===== src/sri_pkg.sv =====
// Purpose: shared constants for the system reset and initial-value block
// Assumes: 32-bit register words, byte addresses on the AXI4-Lite slave
// Notes:   register offsets, field positions and register reset values live here; clk_pmc_q resets to 0 in sri_top
package sri_pkg;
	// operating modes strapped at the mode pins
	typedef enum logic [1:0] {
		SRI_MODE_SINGLE0,
		SRI_MODE_SINGLE1,
		SRI_MODE_ROMLESS0,
		SRI_MODE_ROMLESS1
	} sri_mode_t;

	// reset values of the processor core state
	localparam logic [31:0] SRI_RST_ZERO_REG = 32'h0000_0000;
	localparam logic [31:0] SRI_RST_PC       = 32'h0000_0000;
	localparam logic [31:0] SRI_RST_CAUSE    = 32'h0000_0000;
	localparam logic [31:0] SRI_RST_PSW      = 32'h0000_0020;
	// bus and memory control reset values
	localparam logic [15:0] SRI_RST_CSC      = 16'h2C11;
	localparam logic [15:0] SRI_RST_BPC      = 16'h0000;
	localparam logic [15:0] SRI_RST_BSC_NARROW = 16'h0000;
	localparam logic [15:0] SRI_RST_BSC_WIDE = 16'h5555;
	localparam logic [7:0]  SRI_RST_INTERNAL_WAIT_CONTROL     = 8'h77;
	localparam logic [15:0] SRI_RST_BCT      = 16'hCCCC;
	localparam logic [15:0] SRI_RST_DWC      = 16'h3333;
	localparam logic [15:0] SRI_RST_AWC      = 16'h0000;
	localparam logic [15:0] SRI_RST_BCC      = 16'hAAAA;
	// dma and interrupt control reset values
	localparam logic [15:0] SRI_RST_DADC     = 16'h0000;
	localparam logic [7:0]  SRI_RST_BYTE0    = 8'h00;
	localparam logic [15:0] SRI_RST_IMR      = 16'hFFFF;

	// register byte addresses
	localparam logic [7:0] SRI_A_STATUS   = 8'h00;
	localparam logic [7:0] SRI_A_CLKPMC   = 8'h04;
	localparam logic [7:0] SRI_A_PC       = 8'h08;
	localparam logic [7:0] SRI_A_PSW      = 8'h0C;
	localparam logic [7:0] SRI_A_CAUSE    = 8'h10;
	localparam logic [7:0] SRI_A_ZERO     = 8'h14;
	localparam logic [7:0] SRI_A_CSC0     = 8'h20;
	localparam logic [7:0] SRI_A_CSC1     = 8'h24;
	localparam logic [7:0] SRI_A_BPC      = 8'h28;
	localparam logic [7:0] SRI_A_BSC      = 8'h2C;
	localparam logic [7:0] SRI_A_INTERNAL_WAIT_CONTROL     = 8'h30;
	localparam logic [7:0] SRI_A_BCT0     = 8'h34;
	localparam logic [7:0] SRI_A_BCT1     = 8'h38;
	localparam logic [7:0] SRI_A_DWC0     = 8'h3C;
	localparam logic [7:0] SRI_A_DWC1     = 8'h40;
	localparam logic [7:0] SRI_A_AWC      = 8'h44;
	localparam logic [7:0] SRI_A_BCC      = 8'h48;
	localparam logic [7:0] SRI_A_DMA_DISABLE_STATUS     = 8'h4C;
	localparam logic [7:0] SRI_A_DMA_RESTART     = 8'h50;
	localparam logic [7:0] SRI_A_IN_SERVICE_PRIORITY     = 8'h54;
	localparam logic [7:0] SRI_A_DADC0    = 8'h60;
	localparam logic [7:0] SRI_A_DCHC0    = 8'h70;
	localparam logic [7:0] SRI_A_DTFR0    = 8'h80;
	localparam logic [7:0] SRI_A_INTM0    = 8'h90;
	localparam logic [7:0] SRI_A_IMR0     = 8'hA0;
	localparam logic [7:0] SRI_A_STRIDE   = 8'h04;

	// field positions
	localparam int SRI_CLKPMC_BIT = 0;
	localparam int SRI_STAT_RUN   = 0;
	localparam int SRI_STAT_MODE  = 1;

	// axi response codes
	localparam logic [1:0] SRI_RESP_OKAY   = 2'h0;
	localparam logic [1:0] SRI_RESP_SLVERR = 2'h2;
endpackage


===== src/sri_rst_sync.sv =====
// Purpose: two-flop release synchroniser for the board reset
// Assumes: ext_reset_n is asynchronous to aclk
// Notes:   assertion is taken on the second flop too, release lags two edges
module sri_rst_sync (
	input  wire logic aclk,
	input  wire logic aresetn,
	input  wire logic ext_reset_n,
	output logic      sys_reset_n
);
	logic meta_q; // first stage, read only by the second flop

	// both stages clear while either reset source is low
	always_ff @(posedge aclk) begin
		if (!aresetn || !ext_reset_n) begin
			meta_q      <= 1'b0;
			sys_reset_n <= 1'b0;
		end else begin
			meta_q      <= 1'b1;
			sys_reset_n <= meta_q;
		end
	end
endmodule


===== src/sri_top.sv =====
// Purpose: system reset sequencing, pin float control and initial register state
// Assumes: aclk 10 MHz; board holds ext_reset_n low over oscillator settling
// Notes:   registers reachable over AXI4-Lite; writes outside the map get SLVERR
module sri_top #(
	parameter int DMA_CH = 4, // dma channel count
	parameter int IMR_N  = 4, // interrupt mask bank count
	parameter int INTM_N = 3  // external interrupt mode register count
) (
	input  wire logic        aclk,
	input  wire logic        aresetn,
	input  wire logic        ext_reset_n,
	input  wire logic [1:0]  mode_pins,
	input  wire logic        bus_wide_strap,
	input  wire logic        osc_clock_in,
	output logic             system_clock_output_pin,
	output logic             system_clock_output_pin_oe,
	output logic             ext_bus_oe,
	output logic             port_pins_oe,
	output logic             bus_ports_control_mode,
	output logic             core_run,
	input  wire logic [7:0]  s_axi_awaddr,
	input  wire logic        s_axi_awvalid,
	output logic             s_axi_awready,
	input  wire logic [31:0] s_axi_wdata,
	input  wire logic [3:0]  s_axi_wstrb,
	input  wire logic        s_axi_wvalid,
	output logic             s_axi_wready,
	output logic [1:0]       s_axi_bresp,
	output logic             s_axi_bvalid,
	input  wire logic        s_axi_bready,
	input  wire logic [7:0]  s_axi_araddr,
	input  wire logic        s_axi_arvalid,
	output logic             s_axi_arready,
	output logic [31:0]      s_axi_rdata,
	output logic [1:0]       s_axi_rresp,
	output logic             s_axi_rvalid,
	input  wire logic        s_axi_rready
);
	logic             sys_reset_n;   // synchronised, aligned system reset
	sri_pkg::sri_mode_t mode_q;      // strap sampled while in reset
	logic             bsc_wide_q;    // bus width strap sampled in reset
	logic             clk_pmc_q;     // clock output port enabled by software
	logic [31:0]      zero_reg_q;    // hardwired zero register image
	logic [31:0]      pc_q;          // fetch address
	logic [31:0]      cause_q;       // exception cause
	logic [31:0]      psw_q;         // processor status word
	logic [15:0]      csc_q [2];     // chip area select control
	logic [15:0]      bpc_q;         // peripheral area select
	logic [15:0]      bsc_q;         // bus width configuration
	logic [7:0]       internal_wait_control_q;        // internal wait control
	logic [15:0]      bct_q [2];     // bus cycle type
	logic [15:0]      dwc_q [2];     // data wait control
	logic [15:0]      awc_q;         // address wait control
	logic [15:0]      bcc_q;         // bus cycle control
	logic [7:0]       dma_disable_status_q;        // dma disable status
	logic [7:0]       dma_restart_q;        // dma restart
	logic [7:0]       in_service_priority_q;        // in-service priority
	logic [15:0]      dadc_q [DMA_CH]; // dma addressing control
	logic [7:0]       dchc_q [DMA_CH]; // dma channel control
	logic [7:0]       dtfr_q [DMA_CH]; // dma trigger source
	logic [7:0]       intm_q [INTM_N]; // external interrupt edge mode
	logic [15:0]      imr_q  [IMR_N];  // interrupt mask bank
	// axi write state and read decode
	logic             aw_got_q;
	logic             w_got_q;
	logic [7:0]       aw_addr_q;
	logic [31:0]      w_data_q;
	logic [3:0]       w_strb_q;
	logic             wr_fire;
	logic             wr_hit;
	logic [31:0]      wmask;
	logic             rd_hit;
	logic [31:0]      rd_val;

	// release of the board reset is aligned to aclk before anything sees it
	sri_rst_sync u_sync (
		.aclk        (aclk),
		.aresetn     (aresetn),
		.ext_reset_n (ext_reset_n),
		.sys_reset_n (sys_reset_n)
	);

	// straps are caught by the clock while reset is held, not by the reset itself
	always_ff @(posedge aclk) begin
		if (!sys_reset_n) begin
			mode_q     <= sri_pkg::sri_mode_t'(mode_pins);
			bsc_wide_q <= bus_wide_strap;
		end
	end

	// core comes out of reset one edge after the aligned release
	always_ff @(posedge aclk) begin
		core_run <= sys_reset_n;
	end

	// pin float control: bus and port output enables drop in every mode while reset holds
	always_comb begin
		ext_bus_oe   = core_run;
		port_pins_oe = core_run;
		bus_ports_control_mode = 1'b0;
		if (!core_run) begin
			// single-chip mode 0 leaves the bus ports as plain inputs
			bus_ports_control_mode = (mode_q != sri_pkg::SRI_MODE_SINGLE0);
		end else begin
			bus_ports_control_mode = (mode_q != sri_pkg::SRI_MODE_SINGLE0) || clk_pmc_q;
		end
	end

	// clock output: gated only in single-chip mode 0 until the port is programmed
	always_comb begin
		if (mode_q == sri_pkg::SRI_MODE_SINGLE0) begin
			system_clock_output_pin_oe = clk_pmc_q && core_run;
		end else begin
			system_clock_output_pin_oe = 1'b1;
		end
		system_clock_output_pin = osc_clock_in && system_clock_output_pin_oe;
	end

	// core and control registers: documented values on reset, bus writes after
	// general registers, save registers and ram are not touched here
	always_ff @(posedge aclk) begin
		if (!sys_reset_n) begin
			zero_reg_q <= sri_pkg::SRI_RST_ZERO_REG;
			pc_q       <= sri_pkg::SRI_RST_PC;
			cause_q    <= sri_pkg::SRI_RST_CAUSE;
			psw_q      <= sri_pkg::SRI_RST_PSW;
			clk_pmc_q  <= 1'b0;
			bpc_q      <= sri_pkg::SRI_RST_BPC;
			internal_wait_control_q     <= sri_pkg::SRI_RST_INTERNAL_WAIT_CONTROL;
			bsc_q      <= bsc_wide_q ? sri_pkg::SRI_RST_BSC_WIDE
				: sri_pkg::SRI_RST_BSC_NARROW;
			awc_q      <= sri_pkg::SRI_RST_AWC;
			bcc_q      <= sri_pkg::SRI_RST_BCC;
			dma_disable_status_q     <= sri_pkg::SRI_RST_BYTE0;
			dma_restart_q     <= sri_pkg::SRI_RST_BYTE0;
			in_service_priority_q     <= sri_pkg::SRI_RST_BYTE0;
			for (int i = 0; i < 2; i++) begin
				csc_q[i] <= sri_pkg::SRI_RST_CSC;
				bct_q[i] <= sri_pkg::SRI_RST_BCT;
				dwc_q[i] <= sri_pkg::SRI_RST_DWC;
			end
		end else if (wr_fire) begin
			// zero register ignores writes by design
			case (aw_addr_q)
				sri_pkg::SRI_A_CLKPMC: clk_pmc_q <= wmask[sri_pkg::SRI_CLKPMC_BIT]
					? w_data_q[sri_pkg::SRI_CLKPMC_BIT] : clk_pmc_q;
				sri_pkg::SRI_A_PC:    pc_q    <= (pc_q & ~wmask) | (w_data_q & wmask);
				sri_pkg::SRI_A_PSW:   psw_q   <= (psw_q & ~wmask) | (w_data_q & wmask);
				sri_pkg::SRI_A_CAUSE: cause_q <= (cause_q & ~wmask) | (w_data_q & wmask);
				sri_pkg::SRI_A_CSC0:  csc_q[0] <= w_data_q[15:0];
				sri_pkg::SRI_A_CSC1:  csc_q[1] <= w_data_q[15:0];
				sri_pkg::SRI_A_BPC:   bpc_q   <= w_data_q[15:0];
				sri_pkg::SRI_A_BSC:   bsc_q   <= w_data_q[15:0];
				sri_pkg::SRI_A_INTERNAL_WAIT_CONTROL:  internal_wait_control_q  <= w_data_q[7:0];
				sri_pkg::SRI_A_BCT0:  bct_q[0] <= w_data_q[15:0];
				sri_pkg::SRI_A_BCT1:  bct_q[1] <= w_data_q[15:0];
				sri_pkg::SRI_A_DWC0:  dwc_q[0] <= w_data_q[15:0];
				sri_pkg::SRI_A_DWC1:  dwc_q[1] <= w_data_q[15:0];
				sri_pkg::SRI_A_AWC:   awc_q   <= w_data_q[15:0];
				sri_pkg::SRI_A_BCC:   bcc_q   <= w_data_q[15:0];
				sri_pkg::SRI_A_DMA_DISABLE_STATUS:  dma_disable_status_q  <= w_data_q[7:0];
				sri_pkg::SRI_A_DMA_RESTART:  dma_restart_q  <= w_data_q[7:0];
				sri_pkg::SRI_A_IN_SERVICE_PRIORITY:  in_service_priority_q  <= w_data_q[7:0];
				default: ;
			endcase
		end
	end

	// per-channel and per-bank arrays, one generate loop per group
	genvar g;
	generate
		for (g = 0; g < DMA_CH; g++) begin : g_dma
			localparam logic [7:0] OFS = 8'(g * 4);
			always_ff @(posedge aclk) begin
				if (!sys_reset_n) begin
					dadc_q[g] <= sri_pkg::SRI_RST_DADC;
					dchc_q[g] <= sri_pkg::SRI_RST_BYTE0;
					dtfr_q[g] <= sri_pkg::SRI_RST_BYTE0;
				end else if (wr_fire) begin
					if (aw_addr_q == sri_pkg::SRI_A_DADC0 + OFS) begin
						dadc_q[g] <= w_data_q[15:0];
					end
					if (aw_addr_q == sri_pkg::SRI_A_DCHC0 + OFS) begin
						dchc_q[g] <= w_data_q[7:0];
					end
					if (aw_addr_q == sri_pkg::SRI_A_DTFR0 + OFS) begin
						dtfr_q[g] <= w_data_q[7:0];
					end
				end
			end
		end
		for (g = 0; g < IMR_N; g++) begin : g_imr
			localparam logic [7:0] OFS = 8'(g * 4);
			always_ff @(posedge aclk) begin
				if (!sys_reset_n) begin
					imr_q[g] <= sri_pkg::SRI_RST_IMR;
				end else if (wr_fire && aw_addr_q == sri_pkg::SRI_A_IMR0 + OFS) begin
					imr_q[g] <= w_data_q[15:0];
				end
			end
		end
		for (g = 0; g < INTM_N; g++) begin : g_intm
			localparam logic [7:0] OFS = 8'(g * 4);
			always_ff @(posedge aclk) begin
				if (!sys_reset_n) begin
					intm_q[g] <= sri_pkg::SRI_RST_BYTE0;
				end else if (wr_fire && aw_addr_q == sri_pkg::SRI_A_INTM0 + OFS) begin
					intm_q[g] <= w_data_q[7:0];
				end
			end
		end
	endgenerate

	// byte strobes widened to a bit mask
	always_comb begin
		for (int b = 0; b < 4; b++) begin
			wmask[b*8 +: 8] = {8{w_strb_q[b]}};
		end
	end

	// address decode, shared by read and write
	function automatic logic mapped(input logic [7:0] a);
		logic hit;
		hit = 1'b0;
		if (a <= sri_pkg::SRI_A_IN_SERVICE_PRIORITY && a[1:0] == 2'h0) hit = 1'b1;
		if (a >= sri_pkg::SRI_A_DADC0 && a < sri_pkg::SRI_A_DADC0 + 8'(DMA_CH * 4)) hit = 1'b1;
		if (a >= sri_pkg::SRI_A_DCHC0 && a < sri_pkg::SRI_A_DCHC0 + 8'(DMA_CH * 4)) hit = 1'b1;
		if (a >= sri_pkg::SRI_A_DTFR0 && a < sri_pkg::SRI_A_DTFR0 + 8'(DMA_CH * 4)) hit = 1'b1;
		if (a >= sri_pkg::SRI_A_INTM0 && a < sri_pkg::SRI_A_INTM0 + 8'(INTM_N * 4)) hit = 1'b1;
		if (a >= sri_pkg::SRI_A_IMR0 && a < sri_pkg::SRI_A_IMR0 + 8'(IMR_N * 4)) hit = 1'b1;
		if (a[1:0] != 2'h0) hit = 1'b0;
		if (a > sri_pkg::SRI_A_IN_SERVICE_PRIORITY && a < sri_pkg::SRI_A_DADC0) hit = 1'b0;
		return hit;
	endfunction

	assign wr_hit = mapped(aw_addr_q);
	assign wr_fire = aw_got_q && w_got_q && !s_axi_bvalid;
	assign s_axi_awready = !aw_got_q && !s_axi_bvalid;
	assign s_axi_wready  = !w_got_q && !s_axi_bvalid;

	// write channel: address and data latched in either order, response after both
	always_ff @(posedge aclk) begin
		if (!aresetn) begin
			aw_got_q     <= 1'b0;
			w_got_q      <= 1'b0;
			aw_addr_q    <= 8'h00;
			w_data_q     <= 32'h0000_0000;
			w_strb_q     <= 4'h0;
			s_axi_bvalid <= 1'b0;
			s_axi_bresp  <= sri_pkg::SRI_RESP_OKAY;
		end else begin
			if (s_axi_awvalid && s_axi_awready) begin
				aw_got_q  <= 1'b1;
				aw_addr_q <= s_axi_awaddr;
			end
			if (s_axi_wvalid && s_axi_wready) begin
				w_got_q  <= 1'b1;
				w_data_q <= s_axi_wdata;
				w_strb_q <= s_axi_wstrb;
			end
			if (wr_fire) begin
				aw_got_q     <= 1'b0;
				w_got_q      <= 1'b0;
				s_axi_bvalid <= 1'b1;
				s_axi_bresp  <= wr_hit ? sri_pkg::SRI_RESP_OKAY : sri_pkg::SRI_RESP_SLVERR;
			end else if (s_axi_bvalid && s_axi_bready) begin
				s_axi_bvalid <= 1'b0;
			end
		end
	end

	// read mux over the whole map
	always_comb begin
		rd_val = 32'h0000_0000;
		rd_hit = mapped(s_axi_araddr);
		case (s_axi_araddr)
			sri_pkg::SRI_A_STATUS: begin
				rd_val[sri_pkg::SRI_STAT_RUN] = core_run;
				rd_val[sri_pkg::SRI_STAT_MODE +: 2] = mode_q;
			end
			sri_pkg::SRI_A_CLKPMC: rd_val[sri_pkg::SRI_CLKPMC_BIT] = clk_pmc_q;
			sri_pkg::SRI_A_PC:    rd_val = pc_q;
			sri_pkg::SRI_A_PSW:   rd_val = psw_q;
			sri_pkg::SRI_A_CAUSE: rd_val = cause_q;
			sri_pkg::SRI_A_ZERO:  rd_val = zero_reg_q;
			sri_pkg::SRI_A_CSC0:  rd_val[15:0] = csc_q[0];
			sri_pkg::SRI_A_CSC1:  rd_val[15:0] = csc_q[1];
			sri_pkg::SRI_A_BPC:   rd_val[15:0] = bpc_q;
			sri_pkg::SRI_A_BSC:   rd_val[15:0] = bsc_q;
			sri_pkg::SRI_A_INTERNAL_WAIT_CONTROL:  rd_val[7:0] = internal_wait_control_q;
			sri_pkg::SRI_A_BCT0:  rd_val[15:0] = bct_q[0];
			sri_pkg::SRI_A_BCT1:  rd_val[15:0] = bct_q[1];
			sri_pkg::SRI_A_DWC0:  rd_val[15:0] = dwc_q[0];
			sri_pkg::SRI_A_DWC1:  rd_val[15:0] = dwc_q[1];
			sri_pkg::SRI_A_AWC:   rd_val[15:0] = awc_q;
			sri_pkg::SRI_A_BCC:   rd_val[15:0] = bcc_q;
			sri_pkg::SRI_A_DMA_DISABLE_STATUS:  rd_val[7:0] = dma_disable_status_q;
			sri_pkg::SRI_A_DMA_RESTART:  rd_val[7:0] = dma_restart_q;
			sri_pkg::SRI_A_IN_SERVICE_PRIORITY:  rd_val[7:0] = in_service_priority_q;
			default: begin
				for (int i = 0; i < DMA_CH; i++) begin
					if (s_axi_araddr == sri_pkg::SRI_A_DADC0 + 8'(i * 4)) rd_val[15:0] = dadc_q[i];
					if (s_axi_araddr == sri_pkg::SRI_A_DCHC0 + 8'(i * 4)) rd_val[7:0] = dchc_q[i];
					if (s_axi_araddr == sri_pkg::SRI_A_DTFR0 + 8'(i * 4)) rd_val[7:0] = dtfr_q[i];
				end
				for (int i = 0; i < INTM_N; i++) begin
					if (s_axi_araddr == sri_pkg::SRI_A_INTM0 + 8'(i * 4)) rd_val[7:0] = intm_q[i];
				end
				for (int i = 0; i < IMR_N; i++) begin
					if (s_axi_araddr == sri_pkg::SRI_A_IMR0 + 8'(i * 4)) rd_val[15:0] = imr_q[i];
				end
			end
		endcase
	end

	assign s_axi_arready = !s_axi_rvalid;

	// read channel: one cycle to answer, data held until taken
	always_ff @(posedge aclk) begin
		if (!aresetn) begin
			s_axi_rvalid <= 1'b0;
			s_axi_rdata  <= 32'h0000_0000;
			s_axi_rresp  <= sri_pkg::SRI_RESP_OKAY;
		end else if (s_axi_arvalid && s_axi_arready) begin
			s_axi_rvalid <= 1'b1;
			s_axi_rdata  <= rd_hit ? rd_val : 32'h0000_0000;
			s_axi_rresp  <= rd_hit ? sri_pkg::SRI_RESP_OKAY : sri_pkg::SRI_RESP_SLVERR;
		end else if (s_axi_rvalid && s_axi_rready) begin
			s_axi_rvalid <= 1'b0;
		end
	end
endmodule


===== config.mk =====
export PLATFORM = sky130hd
export DESIGN_NAME = sri_top
export DESIGN_NICKNAME = d
export VERILOG_FILES = /design/src/sri_pkg.sv /design/src/sri_rst_sync.sv /design/src/sri_top.sv
export SDC_FILE = /design/constraint.sdc
export NUM_CORES = 1
export LEC_CHECK = 0
export ABC_AREA = 1
export ABC_CLOCK_PERIOD_IN_PS = 3660
export BUFFER_PORTS_ARGS = -buffer_cell sky130_fd_sc_hd__buf_2
export CORE_MARGIN = 4
export CORE_UTILIZATION = 45
export CTS_CLUSTER_SIZE = 24
export DETAILED_ROUTE_END_ITERATION = 10
export PLACE_DENSITY = 0.69
export SYNTH_ARGS = -nofsm -noshare
export SYNTH_HDL_FRONTEND = slang
export SYNTH_SLANG_ARGS = --single-unit

===== constraint.sdc =====
create_clock -name aclk -period 3.66 [get_ports aclk]
set_input_delay 0.183 -clock aclk [delete_from_list [all_inputs] [get_ports aclk]]
set_output_delay 0.183 -clock aclk [all_outputs]
set_load 0.01 [all_outputs]

==> metrics, run 1 <==
run status finished, final reports clean; sequential area share after synthesis 61.9%; TritonCTS clock tree built; switching portion of total power 23.0%; master cell of the clock root buffer sky130_fd_sc_hd__clkbuf_16; IO Count 111; critical path data arrival time 3300 ps; Via Count 20706; Detailed Place HPWL 55500 um; Period Utilization, post-route 83.4%; count of final hold-check violations 0; path type of the worst min-delay path in2reg; Diodes inserted 0; Syn Inst Count 2634; violation count after the first detailed-route iteration 2900; cell with the most instances after synthesis sky130_fd_sc_hd__nand2_1; Setup Buffers After CTS 0; placeable core region 53900 sq um; total power density per cell area 486 nW/um^2; Crit-path slowest cell sky130_fd_sc_hd__nand2_1; data required time of the critical path 3900 ps; met2 wire length 35900 um; CTS sink count 593; time the final worst path needs with I/O delays and setup 3050 ps; Buf+Inv Stages, Crit Path 2; Vias per Instance 5.88; Post-layout nets 2841; count of instances resized after the clock tree is built 0; Met3 Wirelength 9070 um; I/O Buffers 108; synthesized area 24500 sq um; highest net fanout along the worst path 17; static leakage 10.1 nW; switching power total 0.00315 W; average footprint of a synthesized cell 9.31 sq um; crit path cell chain nor3_1, inv_1, nor2_1, nand2_1, inv_2, nand2_1, nand2_1; achievable frequency 327 MHz; clock buffers created by TritonCTS 58; width of the die 241 um; residual overflow from global routing 0; peak per-stage delay on the critical path 680 ps; Syn. warnings 0; accumulated negative setup slack 0 ps; Routed wire per std cell 23.1 um; Yosys reg bits 593; RePlAce Congestion 0.987; cell internal pwr 0.0105 W; htree depth 2; nature of the critical path startpoint register; insertion delay of the later-clocked pin in the worst-skew pair 650 ps; max-capacitance violation count 0; global-route wire length before repair 120000 um; Detailed Routing Iterations Pass 1 6; path type of the worst setup path reg2reg; remaining design rule violation count 0; Die Span Y 241 um; pin count of the biggest net entering global routing 59; Max clock buf depth 3; vias in the first global route 19643; EDFF count, synth 331; overall routing resource usage 27.1%; part of the total power dissipated in sequential elements 52.7%; Die Outline Area 58300 sq um; ranking of synthesized cells by area sky130_fd_sc_hd__edfxtp_1 (41%), sky130_fd_sc_hd__dfxtp_1 (21%), sky130_fd_sc_hd__nand2_1 (8.0%); Starting Density 45.5%; number of antenna violations at the first check in global routing 2; total of hold buffers inserted after clock tree synthesis 48; area grow syn2layout 14.9%; most numerous cell types in the synthesized netlist sky130_fd_sc_hd__nand2_1 (524), sky130_fd_sc_hd__nor2_1 (354), sky130_fd_sc_hd__edfxtp_1 (331); count of pins over their slew limit 0; unrepaired setup endpoints after global routing false; worst ir drop on vdd 0.336 mV; remaining antenna violation count after routing 0; share of the synthesized area in the top cell type 40.5%; ys async rst share 0%; measured slew at the worst slew-check pin 1050 ps; final-report setup violation count 0; share of final-layout standard cells stronger than drive strength 1 11.0%; clock group share of total power 42.9%; number of cell rows 85; topmost layer with routed signal wires met5; predominant post-synthesis flop cell sky130_fd_sc_hd__edfxtp_1; critical path capture point type register; final clock skew 41.3 ps; met1 layer wirelength in the final routing 31400 um; clk slew on worst S/H paths 70 ps; part of the power in combinational logic 4.5%; relative max-transition margin 29.5%; Synth area leader sky130_fd_sc_hd__edfxtp_1; cell family with the largest share of critical-path delay simple AND/OR/NAND/NOR gates; number of distinct standard cells referenced by the synthesized netlist 47; post-layout util 52.3%; WL final 81500 um; Worst path most repeated cell sky130_fd_sc_hd__nand2_1
## stage by stage
stage          worst slack [ps]  hold WS, ps  cell area [sq um]  total power (W)  std cells
3_3_place_gp                695          364              25800          0.00789       3365
3_5_place_dp                593          361              25800          0.00790       3365
5_1_grt                     364         16.9              28200           0.0140       3523
4_1_cts                     627         2.59              28200           0.0137       3523
2_1_floorplan               951          282              24500          0.00763       2635
6_report                    606         12.5              28200           0.0137       3523
## power groups by stage
stage | Combinational (W) | Sequential (W) | Clock, W
after detailed placement | 0.000546 | 0.00736 | 0
after floorplan | 0.000322 | 0.00731 | 0
final | 0.000610 | 0.00722 | 0.00587
after CTS | 0.000589 | 0.00721 | 0.00588
after global placement | 0.000537 | 0.00735 | 0
after global routing | 0.000650 | 0.00722 | 0.00614
## path summary, 6_finish.rpt
kind | from | depth (start not counted) | to | slack [ps]
worst max-delay path | s_axi_bvalid$_SDFFE_PN0P_ | 7 | dadc_q[0][15]$_SDFFCE_PN0P_ | 610
worst min register to register | u_sync.meta_q$_DFF_P_ | 2 | u_sync.sys_reset_n$_SDFF_PN0_ | 430
worst max register to register | s_axi_bvalid$_SDFFE_PN0P_ | 7 | dadc_q[0][15]$_SDFFCE_PN0P_ | 610
worst min-delay path | s_axi_wdata[0] | 3 | w_data_q[0]$_SDFFE_PN0P_ | 10
## final cells by class
type / count / area (sq um)
Clock buffer: 94 / 1750
Inverter: 232 / 871
Timing Repair Buffer: 218 / 1490
Sequential cell: 593 / 15200
Tap cell: 696 / 871
Clock inverter: 16 / 104
Multi-Input combinational cell: 1674 / 7910
Fill cell: 4719 / 25700
## worst reg2reg max path: cells and delay by family (launching register included)
| kind | cells | cell delay [ps] |
|---|---|---|
| buffers and inverters | 2 | 470 |
| and+or+nand+nor | 5 | 1840 |
| DFF | 1 | 360 |
## cell usage in the layout (no fill, tap or decap), drive strengths merged, types with 2 or more instances in the layout
cell type and instances:
nand2 528, nor2 368, edfxtp 331, dfxtp 262, a21oi 248, o21ai 236, inv 232, buf 170
clkbuf 94, nand3 65, dlygate4sd3 48, a221oi 41, or2 33, a211oi 26, nand4 24, o211ai 19
o22ai 17, clkinv 16, a22o 14, o2111ai 10, nor3 8, o221ai 8, o311ai 6, o21bai 5
a31oi 4, nor4 3, a41oi 3, conb 2
## routing by layer
metal	vias to the layer above	global-route usage (%)
li1	9253	-
met5	-	0
met1	9921	36.0
met3	279	6.75
met4	2	14.6
met2	1251	41.3
## logic make-up (layout without fill, tap and decap cells)
kind of cell    after synthesis  in the layout  share of synthesized area [%]
flops                       593            593                           61.9
compound gates              643            643                           15.1
other cells                   1              2                         0.0153
simple gates               1029           1029                           17.0
buf+inv                     368            560                           5.86
No activity file was read; power rests on OpenSTA's default activity.
==> run 2: changes to the inputs <==
Settings changed: ABC_AREA 1 to 0, ABC_CLOCK_PERIOD_IN_PS 3660 to 3000.
Clock period 3.66 ns to 3 ns, I/O delays scaled along.
==> metrics, run 2 <==
insertion delay of the later-clocked pin in the worst-skew pair 660 ps (about the same); count of pins over their slew limit 0 (unchanged); part of the total power dissipated in sequential elements 51.7% (-1.0 points); achievable frequency 366 MHz (+12%); share of final-layout standard cells stronger than drive strength 1 14.7% (+3.7 points); Syn Inst Count 2533 (-3.8%); share of the synthesized area in the top cell type 39.0% (-1.6 points); number of distinct standard cells referenced by the synthesized netlist 81 (+72%); static leakage 10.1 nW (+0.32%); average footprint of a synthesized cell 10.1 sq um (+8.2%); path type of the worst setup path reg2reg; highest net fanout along the worst path 26 (+9); pin count of the biggest net entering global routing 81 (+37%); most numerous cell types in the synthesized netlist sky130_fd_sc_hd__nand2_1 (445), sky130_fd_sc_hd__edfxtp_1 (331), sky130_fd_sc_hd__dfxtp_1 (262); peak per-stage delay on the critical path 630 ps (-50 ps); most common cell after layout, fill and taps aside sky130_fd_sc_hd__nand2_1; time the final worst path needs with I/O delays and setup 2730 ps (-325 ps); path type of the worst min-delay path in2reg; master cell of the clock root buffer sky130_fd_sc_hd__clkbuf_16; Via Count 21930 (+5.9%); unrepaired setup endpoints after global routing false; worst ir drop on vdd 0.451 mV (+34%); nature of the critical path startpoint register; Post-layout nets 2773 (-2.4%); global-route wire length before repair 135000 um (+13%); Diodes inserted 0 (unchanged); TritonCTS clock tree built; Syn. warnings 0 (unchanged); Max clock buf depth 3 (unchanged); placeable core region 56300 sq um (+4.4%); Worst path most repeated cell sky130_fd_sc_hd__nand2_1; total of hold buffers inserted after clock tree synthesis 55 (+15%); Detailed Place HPWL 62600 um (+13%); Vias per Instance 6.24 (+6.1%); vias in the first global route 20960 (+6.7%); CTS sink count 593 (unchanged); relative max-transition margin 24.2% (-5.3 points); clock group share of total power 43.5% (+0.6 points); I/O Buffers 108 (unchanged); IO Count 111 (unchanged); area grow syn2layout 17.7%; number of antenna violations at the first check in global routing 2 (unchanged); busiest layer in global routing met2; remaining design rule violation count 0 (unchanged); commonest non-fill, non-tap cells in the layout sky130_fd_sc_hd__nand2_1 (445), sky130_fd_sc_hd__edfxtp_1 (331), sky130_fd_sc_hd__dfxtp_1 (261); Synth area leader sky130_fd_sc_hd__edfxtp_1; violation count after the first detailed-route iteration 3268 (+13%); RePlAce Congestion 1.04 (+5.2%); Pwr Total 0.0170 W (+24%); predominant post-synthesis flop cell sky130_fd_sc_hd__edfxtp_1; cell with the most instances after synthesis sky130_fd_sc_hd__nand2_1; crit path cell chain and3b_1, nand2_1, nor3_2, buf_4, nand2_1, nand2_1, a21oi_1; global-route met2 utilization 44.4% (+3.2 points); switching power total 0.00399 W (+26%); cell internal pwr 0.0130 W (+24%); global-route met3 utilization 6.20% (-0.55 points); switching portion of total power 23.4% (+0.38 points); Buf+Inv Stages, Crit Path 1 (-1); run status finished, final reports clean; Yosys reg bits 593 (unchanged); met1 Resource Use GR 42.5% (+6.5 points); ranking of synthesized cells by area sky130_fd_sc_hd__edfxtp_1 (39%), sky130_fd_sc_hd__dfxtp_1 (21%), sky130_fd_sc_hd__nand2_1 (6.5%); Period Utilization, post-route 91.0% (+7.5 points); Crit-path slowest cell sky130_fd_sc_hd__nor3_2; Starting Density 45.3% (-0.13 points); total power density per cell area 567 nW/um^2 (+17%); Die Outline Area 60600 sq um (+3.9%); residual overflow from global routing 0 (unchanged); critical path data arrival time 3220 ps (-80 ps); clock buffers created by TritonCTS 60 (+3.4%); clk slew on worst S/H paths 60 ps (about the same); remaining antenna violation count after routing 0 (unchanged); final clock skew 30.1 ps (-11.1 ps); max-capacitance violation count 0 (unchanged); Setup Buffers After CTS 0 (unchanged); Routed wire per std cell 25.9 um (+12%); Detailed Routing Iterations Pass 1 6 (unchanged); accumulated negative setup slack 0 ps (unchanged); cell family with the largest share of critical-path delay simple AND/OR/NAND/NOR gates; number of cell rows 87 (+2.4%); WL final 91200 um (+12%); sequential area share after synthesis 59.5% (-2.4 points); overall routing resource usage 29.5% (+2.4 points); Die Span Y 246 um (+2.0%); measured slew at the worst slew-check pin 1130 ps (+81.5 ps); post-layout util 53.4% (+1.1 points); ys async rst share 0% (unchanged); width of the die 246 um (+2.0%); synthesized area 25500 sq um (+4.1%); count of instances resized after the clock tree is built 0 (unchanged); htree depth 2 (unchanged); final-report setup violation count 0 (unchanged); count of final hold-check violations 0 (unchanged); EDFF count, synth 331 (unchanged); part of the power in combinational logic 4.8% (+0.3 points); critical path capture point type register; data required time of the critical path 3490 ps (-410 ps)
-- run 2: tightest hold or removal path, stage by stage --
cell and delay (ps):
sky130_fd_sc_hd__buf_2 140, sky130_fd_sc_hd__and3_1 220, sky130_fd_sc_hd__a211oi_1 60, sky130_fd_sc_hd__a21oi_1 130
-- run 2: kinds of logic after synthesis --
| kind of cell | after synthesis | share of synthesized area, % |
|---|---|---|
| compound gates | 561 | 14.9 |
| buf+inv | 239 | 3.90 |
| flops | 593 | 59.5 |
| mux | 26 | 1.07 |
| other cells | 1 | 0.0147 |
| simple gates | 1113 | 20.6 |
-- run 2: final timing paths --
path,endpoint,slack [ps],cells past startpoint,startpoint
worst max-delay path,in_service_priority_q[1]$_SDFFE_PN0P_,270,7,s_axi_bvalid$_SDFFE_PN0P_
worst min-delay path,s_axi_rdata[0]$_SDFFE_PN0P_,90,4,aresetn
worst max register to register,in_service_priority_q[1]$_SDFFE_PN0P_,270,7,s_axi_bvalid$_SDFFE_PN0P_
worst min register to register,bpc_q[1]$_SDFFE_PN0P_,450,2,bpc_q[1]$_SDFFE_PN0P_
-- run 2: routing by layer --
| layer | up-vias | share of wire, % |
|---|---|---|
| li1 | 9577 | - |
| met1 | 10673 | 41 |
| met2 | 1475 | 44 |
| met3 | 205 | 12 |
| met4 | 0 | 3.7 |
| met5 | - | 0 |
-- run 2: cell type report --
cell class / count / area, sq um
Fill cell: 4982 / 26200
Sequential cell: 593 / 15200
Multi-Input combinational cell: 1702 / 9430
Timing Repair Buffer: 331 / 2450
Clock buffer: 83 / 1650
Tap cell: 756 / 946
Clock inverter: 30 / 287
Inverter: 21 / 81.3
-- run 2: power by group through the flow --
stage / Clock [W] / Sequential, W / Combinational (W)
6_report: 0.00741 / 0.00880 / 0.000820
5_1_grt: 0.00780 / 0.00881 / 0.000869
4_1_cts: 0.00746 / 0.00880 / 0.000796
3_5_place_dp: 0 / 0.00897 / 0.000738
3_3_place_gp: 0 / 0.00897 / 0.000725
2_1_floorplan: 0 / 0.00887 / 0.000446
-- run 2: through the flow --
step           setup slack (ps)  std cells  hold slack [ps]  area (sq um)
2_1_floorplan               142       2534              249         25500
3_3_place_gp                123       3348              332         27500
3_5_place_dp                106       3348              328         27500
4_1_cts                     345       3516             36.4         30000
5_1_grt                     163       3516              108         30000
6_report                    271       3516             86.6         30000
